**src/rtl/fiosc_pkg.sv**
```systemverilog
package fiosc_pkg;

    // ****************************************************************
    // Opcodes handled or screened by the command slice
    // ****************************************************************
    localparam logic [7:0] OPC_RELEASE_SIG = 8'hAB;
    localparam logic [7:0] OPC_MAKER_DEV_ID = 8'h90;
    localparam logic [7:0] OPC_ENTER_OTP = 8'hB1;
    localparam logic [7:0] OPC_EXIT_OTP = 8'hC1;
    localparam logic [7:0] OPC_SEC_READ = 8'h2B;
    localparam logic [7:0] OPC_BLOCK64_ERASE = 8'hD8;
    localparam logic [7:0] OPC_BLOCK32_ERASE = 8'h52;
    localparam logic [7:0] OPC_CHIP_ERASE_A = 8'h60;
    localparam logic [7:0] OPC_CHIP_ERASE_B = 8'hC7;
    // Read-type opcodes that stay legal once the one-time area is locked.
    localparam logic [7:0] OPC_READ = 8'h03;
    localparam logic [7:0] OPC_FAST_READ = 8'h0B;
    localparam logic [7:0] OPC_DUAL_READ = 8'h3B;
    localparam logic [7:0] OPC_QUAD_READ = 8'h6B;
    localparam logic [7:0] OPC_DUAL_IO_READ = 8'hBB;
    localparam logic [7:0] OPC_QUAD_IO_READ = 8'hEB;
    localparam logic [7:0] OPC_SFDP_READ = 8'h5A;
    localparam logic [7:0] OPC_JEDEC_ID_READ = 8'h9F;
    localparam logic [7:0] OPC_STATUS_READ = 8'h05;

    // ****************************************************************
    // Frame layout: bytes clocked in before the device starts talking
    // ****************************************************************
    localparam logic [2:0] SIG_HDR_BYTES = 3'h4;
    localparam logic [2:0] ID_HDR_BYTES = 3'h4;
    localparam logic [2:0] SEC_HDR_BYTES = 3'h1;

    // ****************************************************************
    // Timing
    // ****************************************************************
    localparam int SYS_CLK_MHZ = 10;
    localparam int RELEASE_DELAY_ONE_NS = 3000;
    localparam int RELEASE_DELAY_TWO_NS = 8800;
    localparam int RELEASE_ONE_CYC = (RELEASE_DELAY_ONE_NS * SYS_CLK_MHZ + 999) / 1000;
    localparam int RELEASE_TWO_CYC = (RELEASE_DELAY_TWO_NS * SYS_CLK_MHZ + 999) / 1000;

    // ****************************************************************
    // Security byte layout, bit 7 down to bit 0
    // ****************************************************************
    typedef struct packed {
        logic rsv7;
        logic erase_fail;
        logic prog_fail;
        logic rsv4;
        logic erase_suspended_flag;
        logic program_suspended_flag;
        logic customer_otp_lock;
        logic factory_lock;
    } fiosc_scur_t;
    localparam fiosc_scur_t SCUR_RESET = 8'h00;

    // Event pulses from the program and erase engine.
    typedef struct packed {
        logic prog_suspend;
        logic prog_resume;
        logic erase_suspend;
        logic erase_resume;
        logic prog_done;
        logic prog_ok;
        logic erase_done;
        logic erase_ok;
    } fiosc_evt_t;

    typedef enum logic [1:0] {PWR_STANDBY, PWR_DEEP, PWR_WAKING} fiosc_pwr_t;

endpackage : fiosc_pkg
```
**src/rtl/fiosc_cmd.sv**
```systemverilog
`timescale 1ns/1ps
module fiosc_cmd #(
    parameter logic [7:0] SIGNATURE_ID = 8'h3C,
    parameter logic [7:0] MAKER_ID = 8'hA7,
    parameter logic [7:0] DEVICE_ID = 8'h4E,
    parameter logic [7:0] OPC_SECTOR_ERASE = 8'hE0,
    parameter logic [7:0] OPC_STATUS_WRITE = 8'hF1,
    parameter logic [7:0] OPC_SECURITY_WRITE = 8'hF2,
    parameter logic [7:0] OPC_DEEP_PD = 8'hF3
) (
    // Clock and reset.
    input wire logic SYS_CLK,
    input wire logic RST_N,
    // Serial pins from the host.
    input wire logic CS_N,
    input wire logic SCLK,
    input wire logic SIO0_IN,
    input wire logic [2:0] UPPER_DATA_LINES_IN,
    output logic SIO1_OUT,
    output logic SIO1_OE,
    // Program and erase engine.
    input wire fiosc_pkg::fiosc_evt_t ENGINE_EVT,
    input wire logic WRITE_LATCH,
    input wire logic FACTORY_LOCK_NV,
    input wire logic CUSTOMER_LOCK_NV,
    output logic LOCK_PROGRAM,
    // Command hand-off to the rest of the device.
    output logic CMD_PASS,
    output logic CMD_REJECT,
    output logic [7:0] CMD_OPCODE,
    // Mode and state.
    output logic OTP_MODE,
    output logic DEEP_POWER_DOWN,
    output logic STANDBY,
    output logic [7:0] SECURITY_BYTE
);

    // ****************************************************************
    // Pin synchronisers and edge detection
    // ****************************************************************
    logic cs_s1, cs_s2, cs_d, sck_s1, sck_s2, sck_d, si_s1, si_s2;

    // Two synchroniser flops per pin and a third on select and clock; edges are taken from the second and third stage only.
    always_ff @(posedge SYS_CLK) begin
        if (!RST_N) begin
            {cs_s1, cs_s2, cs_d} <= 3'h7;
            {sck_s1, sck_s2, sck_d, si_s1, si_s2} <= 5'h00;
        end else begin
            {cs_s1, cs_s2, cs_d} <= {CS_N, cs_s1, cs_s2};
            {sck_s1, sck_s2, sck_d} <= {SCLK, sck_s1, sck_s2};
            {si_s1, si_s2} <= {SIO0_IN, si_s1};
        end
    end

    // The upper data lines are never sampled: they are don't-care here.
    wire cs_fall = cs_d & ~cs_s2;
    wire cs_rise = ~cs_d & cs_s2;
    wire sck_rise = ~sck_d & sck_s2 & ~cs_s2;
    wire sck_fall = sck_d & ~sck_s2 & ~cs_s2;

    // ****************************************************************
    // Frame shifter
    // ****************************************************************
    logic [2:0] bit_idx, byte_cnt;
    logic [6:0] shreg;
    logic [7:0] opcode;
    logic addr_lsb, id_sel;
    fiosc_pkg::fiosc_pwr_t pwr, next_pwr;
    fiosc_pkg::fiosc_scur_t scur;

    // Header length before output starts; zero means the command is silent.
    // The identifier read counts opcode, two dummies and the address byte.
    function automatic logic [2:0] hdr_bytes(input logic [7:0] op);
        hdr_bytes = 3'h0;
        if (op == fiosc_pkg::OPC_RELEASE_SIG) hdr_bytes = fiosc_pkg::SIG_HDR_BYTES;
        if (op == fiosc_pkg::OPC_MAKER_DEV_ID) hdr_bytes = fiosc_pkg::ID_HDR_BYTES;
        if (op == fiosc_pkg::OPC_SEC_READ) hdr_bytes = fiosc_pkg::SEC_HDR_BYTES;
    endfunction : hdr_bytes

    // Commands that must not run while the one-time area is mapped in.
    function automatic logic otp_blocked(input logic [7:0] op);
        otp_blocked = (op == OPC_STATUS_WRITE) || (op == OPC_SECURITY_WRITE) ||
            (op == OPC_SECTOR_ERASE) || (op == fiosc_pkg::OPC_BLOCK64_ERASE) ||
            (op == fiosc_pkg::OPC_BLOCK32_ERASE) || (op == fiosc_pkg::OPC_CHIP_ERASE_A) ||
            (op == fiosc_pkg::OPC_CHIP_ERASE_B);
    endfunction : otp_blocked

    // Commands still legal after the one-time area is locked.
    function automatic logic read_type(input logic [7:0] op);
        read_type = (op == fiosc_pkg::OPC_READ) || (op == fiosc_pkg::OPC_FAST_READ) ||
            (op == fiosc_pkg::OPC_DUAL_READ) || (op == fiosc_pkg::OPC_QUAD_READ) ||
            (op == fiosc_pkg::OPC_DUAL_IO_READ) || (op == fiosc_pkg::OPC_QUAD_IO_READ) ||
            (op == fiosc_pkg::OPC_SFDP_READ) || (op == fiosc_pkg::OPC_JEDEC_ID_READ) ||
            (op == fiosc_pkg::OPC_STATUS_READ) || (op == fiosc_pkg::OPC_SEC_READ) ||
            (op == fiosc_pkg::OPC_MAKER_DEV_ID) || (op == fiosc_pkg::OPC_RELEASE_SIG) ||
            (op == fiosc_pkg::OPC_EXIT_OTP);
    endfunction : read_type

    // Only the release opcode may talk in deep power-down; nothing while waking.
    wire [2:0] hdr = hdr_bytes(opcode);
    wire talk_ok = (pwr == fiosc_pkg::PWR_STANDBY) ||
        (pwr == fiosc_pkg::PWR_DEEP && opcode == fiosc_pkg::OPC_RELEASE_SIG);
    wire out_active = talk_ok && (hdr != 3'h0) && (byte_cnt >= hdr);
    wire whole = (bit_idx == 3'h0) && (byte_cnt != 3'h0);
    wire only_op = whole && (byte_cnt == 3'h1);

    // Rising edges shift in; the byte count saturates so long reads keep going.
    always_ff @(posedge SYS_CLK) begin
        if (!RST_N || cs_fall) begin
            {bit_idx, byte_cnt, shreg, opcode, addr_lsb, id_sel} <= 23'h000000;
        end else if (sck_rise) begin
            bit_idx <= bit_idx + 3'h1;
            shreg <= {shreg[5:0], si_s2};
            if (bit_idx == 3'h7) begin
                byte_cnt <= (byte_cnt == 3'h7) ? byte_cnt : byte_cnt + 3'h1;
                if (byte_cnt == 3'h0) opcode <= {shreg, si_s2};
                if (byte_cnt == 3'h3) addr_lsb <= si_s2;
                if (out_active) id_sel <= ~id_sel;
            end
        end
    end

    // ****************************************************************
    // Serial output
    // ****************************************************************
    logic [7:0] cur_byte;

    // The identifier pair alternates; the address LSB picks which comes first.
    always_comb begin
        cur_byte = 8'h00;
        case (opcode)
            fiosc_pkg::OPC_RELEASE_SIG: cur_byte = SIGNATURE_ID;
            fiosc_pkg::OPC_SEC_READ: cur_byte = scur;
            fiosc_pkg::OPC_MAKER_DEV_ID: cur_byte = (id_sel ^ addr_lsb) ? DEVICE_ID : MAKER_ID;
            default: cur_byte = 8'h00;
        endcase
    end

    // Data changes on the falling edge so the host samples a stable bit.
    always_ff @(posedge SYS_CLK) begin
        if (!RST_N || cs_fall || cs_rise) begin
            SIO1_OUT <= 1'b0;
            SIO1_OE <= 1'b0;
        end else if (sck_fall && out_active) begin
            SIO1_OUT <= cur_byte[~bit_idx];
            SIO1_OE <= 1'b1;
        end
    end

    // ****************************************************************
    // Power state
    // ****************************************************************
    logic [11:0] wake_cnt;
    wire release_cmd = cs_rise && whole && (opcode == fiosc_pkg::OPC_RELEASE_SIG);

    // Opcode-only release uses the first delay, any longer release frame the second.
    always_comb begin
        next_pwr = pwr;
        case (pwr)
            fiosc_pkg::PWR_DEEP: if (release_cmd) next_pwr = fiosc_pkg::PWR_WAKING;
            fiosc_pkg::PWR_WAKING: if (wake_cnt == 12'h000) next_pwr = fiosc_pkg::PWR_STANDBY;
            fiosc_pkg::PWR_STANDBY: begin
                if (cs_rise && only_op && opcode == OPC_DEEP_PD) next_pwr = fiosc_pkg::PWR_DEEP;
            end
            default: next_pwr = fiosc_pkg::PWR_STANDBY;
        endcase
    end

    // Frames that arrive while waking are dropped, so the host must wait.
    always_ff @(posedge SYS_CLK) begin
        if (!RST_N) begin
            pwr <= fiosc_pkg::PWR_STANDBY;
            wake_cnt <= 12'h000;
        end else begin
            pwr <= next_pwr;
            if (pwr == fiosc_pkg::PWR_DEEP && release_cmd) begin
                wake_cnt <= (byte_cnt == 3'h1) ? 12'(fiosc_pkg::RELEASE_ONE_CYC - 1)
                    : 12'(fiosc_pkg::RELEASE_TWO_CYC - 1);
            end else if (wake_cnt != 12'h000) begin
                wake_cnt <= wake_cnt - 12'h001;
            end
        end
    end

    // ****************************************************************
    // Command screening and mode
    // ****************************************************************
    wire otp_locked = scur.customer_otp_lock | scur.factory_lock;
    wire frame_end = cs_rise && (byte_cnt != 3'h0) && (pwr == fiosc_pkg::PWR_STANDBY);
    wire local_cmd = (opcode == fiosc_pkg::OPC_RELEASE_SIG) ||
        (opcode == fiosc_pkg::OPC_MAKER_DEV_ID) || (opcode == fiosc_pkg::OPC_SEC_READ) ||
        (opcode == fiosc_pkg::OPC_ENTER_OTP) || (opcode == fiosc_pkg::OPC_EXIT_OTP) ||
        (opcode == OPC_DEEP_PD) || (opcode == OPC_SECURITY_WRITE);
    wire reject = OTP_MODE && (otp_blocked(opcode) || (otp_locked && !read_type(opcode)));
    wire lock_req = frame_end && only_op && (opcode == OPC_SECURITY_WRITE) && !reject &&
        WRITE_LATCH && !scur.customer_otp_lock;

    // Release and signature never reach the engine, so a running cycle is untouched.
    always_ff @(posedge SYS_CLK) begin
        if (!RST_N) begin
            {CMD_PASS, CMD_REJECT, LOCK_PROGRAM, OTP_MODE} <= 4'h0;
            CMD_OPCODE <= 8'h00;
        end else begin
            CMD_PASS <= frame_end && !local_cmd && !reject;
            CMD_REJECT <= frame_end && reject;
            LOCK_PROGRAM <= lock_req;
            if (frame_end) CMD_OPCODE <= opcode;
            if (frame_end && only_op && opcode == fiosc_pkg::OPC_ENTER_OTP) OTP_MODE <= 1'b1;
            if (frame_end && only_op && opcode == fiosc_pkg::OPC_EXIT_OTP) OTP_MODE <= 1'b0;
        end
    end

    // ****************************************************************
    // Security byte
    // ****************************************************************
    logic init_done;

    // Non-volatile bits are copied in the cycle after reset release; set wins over clear.
    always_ff @(posedge SYS_CLK) begin
        if (!RST_N) begin
            scur <= fiosc_pkg::SCUR_RESET;
            init_done <= 1'b0;
        end else begin
            init_done <= 1'b1;
            if (!init_done) scur.factory_lock <= FACTORY_LOCK_NV;
            scur.customer_otp_lock <= scur.customer_otp_lock | lock_req |
                (!init_done & CUSTOMER_LOCK_NV);
            scur.program_suspended_flag <= ENGINE_EVT.prog_suspend |
                (scur.program_suspended_flag & ~ENGINE_EVT.prog_resume);
            scur.erase_suspended_flag <= ENGINE_EVT.erase_suspend |
                (scur.erase_suspended_flag & ~ENGINE_EVT.erase_resume);
            scur.prog_fail <= (ENGINE_EVT.prog_done & ~ENGINE_EVT.prog_ok) |
                (scur.prog_fail & ~(ENGINE_EVT.prog_done & ENGINE_EVT.prog_ok));
            scur.erase_fail <= (ENGINE_EVT.erase_done & ~ENGINE_EVT.erase_ok) |
                (scur.erase_fail & ~(ENGINE_EVT.erase_done & ENGINE_EVT.erase_ok));
        end
    end

    // State outputs are decoded from flops.
    assign DEEP_POWER_DOWN = (pwr == fiosc_pkg::PWR_DEEP);
    assign STANDBY = (pwr == fiosc_pkg::PWR_STANDBY);
    assign SECURITY_BYTE = scur;

    // ****************************************************************
    // Checks
    // ****************************************************************
    localparam int WAKE_ONE = fiosc_pkg::RELEASE_ONE_CYC;
    localparam int WAKE_TWO = fiosc_pkg::RELEASE_TWO_CYC;

    chk_wake_delay_one: assert property (@(posedge SYS_CLK) disable iff (!RST_N)
        (pwr == fiosc_pkg::PWR_DEEP && release_cmd && byte_cnt == 3'h1)
        |-> ##WAKE_ONE (pwr == fiosc_pkg::PWR_WAKING) ##1 (pwr == fiosc_pkg::PWR_STANDBY))
        else $error("first release delay wrong");
    chk_wake_delay_two: assert property (@(posedge SYS_CLK) disable iff (!RST_N)
        (pwr == fiosc_pkg::PWR_DEEP && release_cmd && byte_cnt > 3'h1)
        |-> ##WAKE_TWO (pwr == fiosc_pkg::PWR_WAKING) ##1 (pwr == fiosc_pkg::PWR_STANDBY))
        else $error("second release delay wrong");
    chk_standby_stays: assert property (@(posedge SYS_CLK) disable iff (!RST_N)
        (STANDBY && release_cmd) |=> STANDBY)
        else $error("release left standby");
    chk_deep_ignores: assert property (@(posedge SYS_CLK) disable iff (!RST_N)
        (pwr != fiosc_pkg::PWR_STANDBY && cs_rise) |=> !CMD_PASS && !$changed(OTP_MODE))
        else $error("command acted outside standby");
    chk_otp_enter: assert property (@(posedge SYS_CLK) disable iff (!RST_N)
        (frame_end && only_op && opcode == fiosc_pkg::OPC_ENTER_OTP) |=> OTP_MODE)
        else $error("enter otp missed");
    chk_otp_exit: assert property (@(posedge SYS_CLK) disable iff (!RST_N)
        (frame_end && only_op && opcode == fiosc_pkg::OPC_EXIT_OTP) |=> !OTP_MODE)
        else $error("exit otp missed");
    chk_otp_reject: assert property (@(posedge SYS_CLK) disable iff (!RST_N)
        (frame_end && OTP_MODE && otp_blocked(opcode)) |=> CMD_REJECT && !CMD_PASS)
        else $error("blocked command passed in otp mode");
    chk_psb_follow: assert property (@(posedge SYS_CLK) disable iff (!RST_N)
        ENGINE_EVT.prog_suspend |=> scur.program_suspended_flag [*2] or ENGINE_EVT.prog_resume)
        else $error("program suspend flag not set");
    chk_pfail_sticky: assert property (@(posedge SYS_CLK) disable iff (!RST_N)
        (scur.prog_fail && !(ENGINE_EVT.prog_done && ENGINE_EVT.prog_ok)) |=> scur.prog_fail)
        else $error("program fail flag dropped");
    chk_lock_sticky: assert property (@(posedge SYS_CLK) disable iff (!RST_N)
        scur.customer_otp_lock |=> scur.customer_otp_lock && !LOCK_PROGRAM)
        else $error("customer lock changed");
    chk_id_first: assert property (@(posedge SYS_CLK) disable iff (!RST_N)
        (sck_fall && out_active && opcode == fiosc_pkg::OPC_MAKER_DEV_ID && bit_idx == 3'h0 &&
        id_sel == 1'b0) |=> SIO1_OE && SIO1_OUT == (addr_lsb ? DEVICE_ID[7] : MAKER_ID[7]))
        else $error("identifier order wrong");

endmodule : fiosc_cmd

```
**config.mk**
```make
export PLATFORM = sky130hd
export DESIGN_NAME = fiosc_cmd
export DESIGN_NICKNAME = d
export VERILOG_FILES = /design/src/rtl/fiosc_pkg.sv /design/src/rtl/fiosc_cmd.sv
export SDC_FILE = /design/constraint.sdc
export NUM_CORES = 1
export LEC_CHECK = 0
export BUFFER_PORTS_ARGS = -buffer_cell sky130_fd_sc_hd__buf_2
export CAP_MARGIN = 15
export CORE_MARGIN = 4
export CORE_UTILIZATION = 55
export DETAILED_ROUTE_END_ITERATION = 8
export PLACE_DENSITY_LB_ADDON = 0.2
export RECOVER_POWER = 50
export SETUP_SLACK_MARGIN = 0.1
export SLEW_MARGIN = 20
export SYNTH_ARGS = -nofsm -noshare
export SYNTH_HDL_FRONTEND = slang
export SYNTH_SLANG_ARGS = --single-unit
```
**constraint.sdc**
```tcl
create_clock -name SYS_CLK -period 6.25 [get_ports SYS_CLK]
set_input_delay 0.625 -clock SYS_CLK [delete_from_list [all_inputs] [get_ports SYS_CLK]]
set_output_delay 0.625 -clock SYS_CLK [all_outputs]
set_load 0.05 [all_outputs]
```
# Yosys cells after proc, flatten, opt, wreduce, memory -nomap -nowiden

Index checks and enable logic that the tools add are counted.

Add/subtract/negate cells: 3
Bitwise gates (word level): 37
$lt $le $gt $ge: 2
Equal/unequal tests: 31
Mux-type cells: 15
Reduce and logical (&&, ||, !) cells: 73

Operator list:

| cell                                                | number |
|---|---|
| equality test 8 bit, second input constant          | 13 |
| equality test 8 x 7 -> 1 bit, second input constant | 4 |
| logical OR 1 bit                                    | 28 |
| logical AND 1 bit                                   | 25 |
| two-way mux 12 bit                                  | 2 |
| one-hot mux 8 bit (3 select lines)                  | 1 |
| equality test 8 x 6 -> 1 bit, second input constant | 2 |
| AND 1 bit                                           | 15 |
| AND reduction 3 bit                                 | 5 |
| inverter 1 bit                                      | 13 |
| zero test 12 bit                                    | 1 |
| nonzero test 12 bit                                 | 1 |
| subtractor 12 x 1 -> 12 bit, second input constant  | 1 |
| two-way mux 3 bit                                   | 3 |
| equality test 8 x 2 -> 1 bit, second input constant | 1 |
| equality test 8 x 3 -> 1 bit, second input constant | 1 |
| equality test 8 x 4 -> 1 bit, second input constant | 1 |
| two-way mux 8 bit                                   | 1 |
| two-way mux 7 bit                                   | 1 |
| OR 1 bit                                            | 7 |
| adder 3 x 1 -> 3 bit, second input constant         | 2 |
| equality test 3 bit, second input constant          | 2 |
| zero test 1 bit                                     | 6 |
| zero test 3 bit                                     | 2 |
| 18 further kinds                                    | 23 |

Output and inout bits: 24
Input bits: 19
Register bits after elaboration: 66
Word-level logic and storage cells: 191

# Logic depth before layout (Yosys ltp)

Depth in word-level cells: 23
Mapped depth: 12
Depth with buffers taken out: 10

# Worst setup path after synthesis

No wires, ideal clock.

Path type: reg2reg
From: reg opcode[3]
To: reg SIO1_OUT
Required time: 6.184 ns
Cell stages (with the launch flop): 13
Setup slack: 3.743 ns
Arrival: 2.440 ns
Library setup time: 0.066 ns
Cells stage by stage: dfxtp_1 -> buf_6 -> nand3b_4 -> or3_1 -> buf_6 -> nand2_1 -> nand2_1 -> ha_1 -> nor2_1 -> or4_1 -> a211o_1 -> a211o_1 -> a21oi_2

Word-level cells in the longest chain between the ends: 8
Elaborated cells on any way between the ends: 16

RTL lines:

| item                                                        | line             | source |
|---|---|---|
| start: declaration                                          | fiosc_cmd.sv:66  | `logic [7:0] opcode;` |
| start signal: assignment                                    | fiosc_cmd.sv:116 | `if (byte_cnt == 3'h0) opcode <= {shreg, si_s2};` |
| branches (longest 8 deep; another with >= comparator 3 bit) | -                |  |
| end signal: assignment                                      | fiosc_cmd.sv:145 | `SIO1_OUT <= cur_byte[~bit_idx];` |
| end: declaration                                            | fiosc_cmd.sv:19  | `output logic SIO1_OUT,` |

Several ways; the timed one is not identified. The select of a mux whose other input is x is not followed.
A chain may end at the register's enable or synchronous reset.

# Worst setup path in the final report

From: reg opcode[0]
To: reg SIO1_OUT

The elaborated chain is that of the path after synthesis.

==> run metrics <==
CTS Root Cell clkbuf_8; core area 5570 sq um; post-synth top area share 41.5%; yosys warns 0; Overall Power 1.08 mW; Num CTS Buffers 9; initial core utilization 57.1%; via count 2655; Setup WS pre-CTS 3.23 ns; Post-synth top cells dfxtp_1 (66), nand2_1 (65), nor2_1 (34); Worst slew margin 14.6%; GP Congestion 0.889; Placed Instances 464; number of post-CTS setup repair buffers 0; Fmax 0.325 GHz; FFs w/ async S/R, synth 0%; Cells after Synth 373; num ports 43; Worst Path Arrival 3.35 ns; maximum vdd drop 257 uV; die width 84.1 microns; vias per cell 5.53; PortBufs 37; synth top area cells dfxtp_1 (42%), nand2_1 (7.7%), mux2i_1 (4.4%), ha_1 (4.3%), nor2_1 (4.0%); Reg power frac 45.5%; layout overhead on the synthesized area 11.4%; worst min path class reg2reg; Worst Setup Start Kind flip-flop; clock share of power 33.9%; Overflow after GRT 0; RSZ-0062 raised after global routing no; largest area contributor in the netlist dfxtp_1; Comb pwr share 20.6%; WHS 0.403 ns; Most used DFF post-synth dfxtp_1; overall routing resource usage 19.8%; non-filler cells, final 480; Routed WL per cell 13.8 microns; Seq cells post-synth 66; dpl cell area 3360 sq um; clock latency at the later pin of the worst-skew pair 0.35 ns; # diodes 0; dpl hpwl 4.67 mm; layout cells sized above 1 9.80%; P_int 0.766 mW; critical path class reg2reg; fin. max-slew vios 0; Layout Skew 0.0146 ns; most frequent cell after synthesis dfxtp_1; Setup crit end kind flip-flop; die area 7070 sq um; number of core rows 27; final worst slack 3.17 ns; global-route wire length before repair 11.3 mm; Yosys cell types 54; Crit Path Max Fanout 12; Pleak 1.37 nW; NetSw 0.311 mW; Max-Cap Viols 0; vias in the first global route 2459; # nets final 433; TritonRoute pass-1 iters 4; sw frac 28.9%; Hold Fails Final Rpt 0; H-Tree Depth 3; Clock Pin Slew Worst Setup and Hold Paths 0.07 ns; actual slew at the worst max-slew pin 1.28 ns; Mapped Area 3180 sq um; largest net degree at the start of global routing 36; number of synthesized flops with an enable pin 0; final setup vio count 0; Starting DRT DRC Count 207; initial antenna violation count 0; minimum clock period 3.08 ns; final core occ 63.6%; synthesized area per cell 8.53 sq um; Hold Buf Count CTS 0; Max clock buf depth 2; # DRC 0; final antenna-violating net count 0; fillers 502; Clock Sinks 66; setup TNS 0 ns; register area share after synthesis 41.5%; pwr/cell area 304 nW/um^2; DRT Wirelength 6.64 mm; design area 3540 sq um; critical path data required time 6.53 ns; Die Y 84.1 microns; CTS tree yes; outcome finished clean; post_cts resized 0; Final Cycle Share 49.2%
==> power groups by stage <==
stage / logic, mW / clock network (mW) / registers, mW
floorplan: 0.180 / 0 / 0.501
CTS: 0.224 / 0.374 / 0.490
detailed placement: 0.223 / 0 / 0.500
global placement: 0.215 / 0 / 0.498
finish: 0.221 / 0.365 / 0.490
global route: 0.248 / 0.396 / 0.495
==> sequential cells by signal, summed over array words and instances (netlist names), 2 cells and up, named ones only <==
name / count
CMD_OPCODE: 8
SECURITY_BYTE: 4
bit_idx: 3
byte_cnt: 3
opcode: 8
pwr: 2
shreg: 7
wake_cnt: 12
==> cell usage in the layout, fill, tap and decap left out, drive strengths merged, types with 9 or more instances in the layout <==
cell and n:
a21oi 18, a21boi 11, clkbuf 33, nor2b 9
nor3 13, buf 17, mux2i 14, ha 11
inv 10, dfxtp 66, nor2 34, nand2 65
==> metal layers <==
layer | track usage, % | share of wire, % | vias up | routed length, microns
met2 | 30.5 | 45 | 80 | 3010
met1 | 25.8 | 47 | 1213 | 3100
li1 | - | - | 1351 | -
met3 | 5.03 | 6.1 | 11 | 405
met5 | 0 | 0 | - | 0
met4 | 9.06 | 1.8 | 0 | 121
==> worst max-delay path, stage by stage (launching register included) <==
cell     delay (ns)
dfxtp_1        0.60
nand2_1        0.20
or3_1          0.53
nand2_1        0.13
nand2_1        0.06
ha_1           0.28
nor2_1         0.04
or4_1          0.44
a211o_1        0.30
a211o_1        0.30
a21oi_2        0.12
==> final timing paths <==
path	cells past startpoint	endpoint	slack, ns	start
hold / removal	1	cs_s2	0.40	cs_s1
setup reg to reg	10	SIO1_OUT	3.17	opcode[0]
setup / recovery	10	SIO1_OUT	3.17	opcode[0]
hold reg to reg	1	cs_s2	0.40	cs_s1
==> final cells by class <==
| cell class | count | area (sq um) | area share (%) |
|---|---|---|---|
| clock buffers | 12 | 155 | 4.38 |
| clock inverters | 4 | 50.0 | 1.41 |
| inverters | 10 | 37.5 | 1.06 |
| multi-input cells | 278 | 1720 | 48.6 |
| flip-flops and latches | 66 | 1320 | 37.3 |
| well taps | 72 | 90.1 | 2.54 |
| repair buffers | 38 | 166 | 4.70 |
==> cell families (layout without fill, tap and decap cells) <==
group	count (synthesis)	in the layout	share of synthesized area [%]
AOI/OAI and AO/OA	62	62	13.8
DFF	66	66	41.5
other	1	2	0.118
adders and majority gates	11	11	4.33
and+or+nand+nor	175	175	27.4
muxes	15	15	4.76
xor gates and xnor gates	13	13	3.58
buffers and inverters	30	64	4.44
Note: power is estimated with default switching activity, not from simulation.
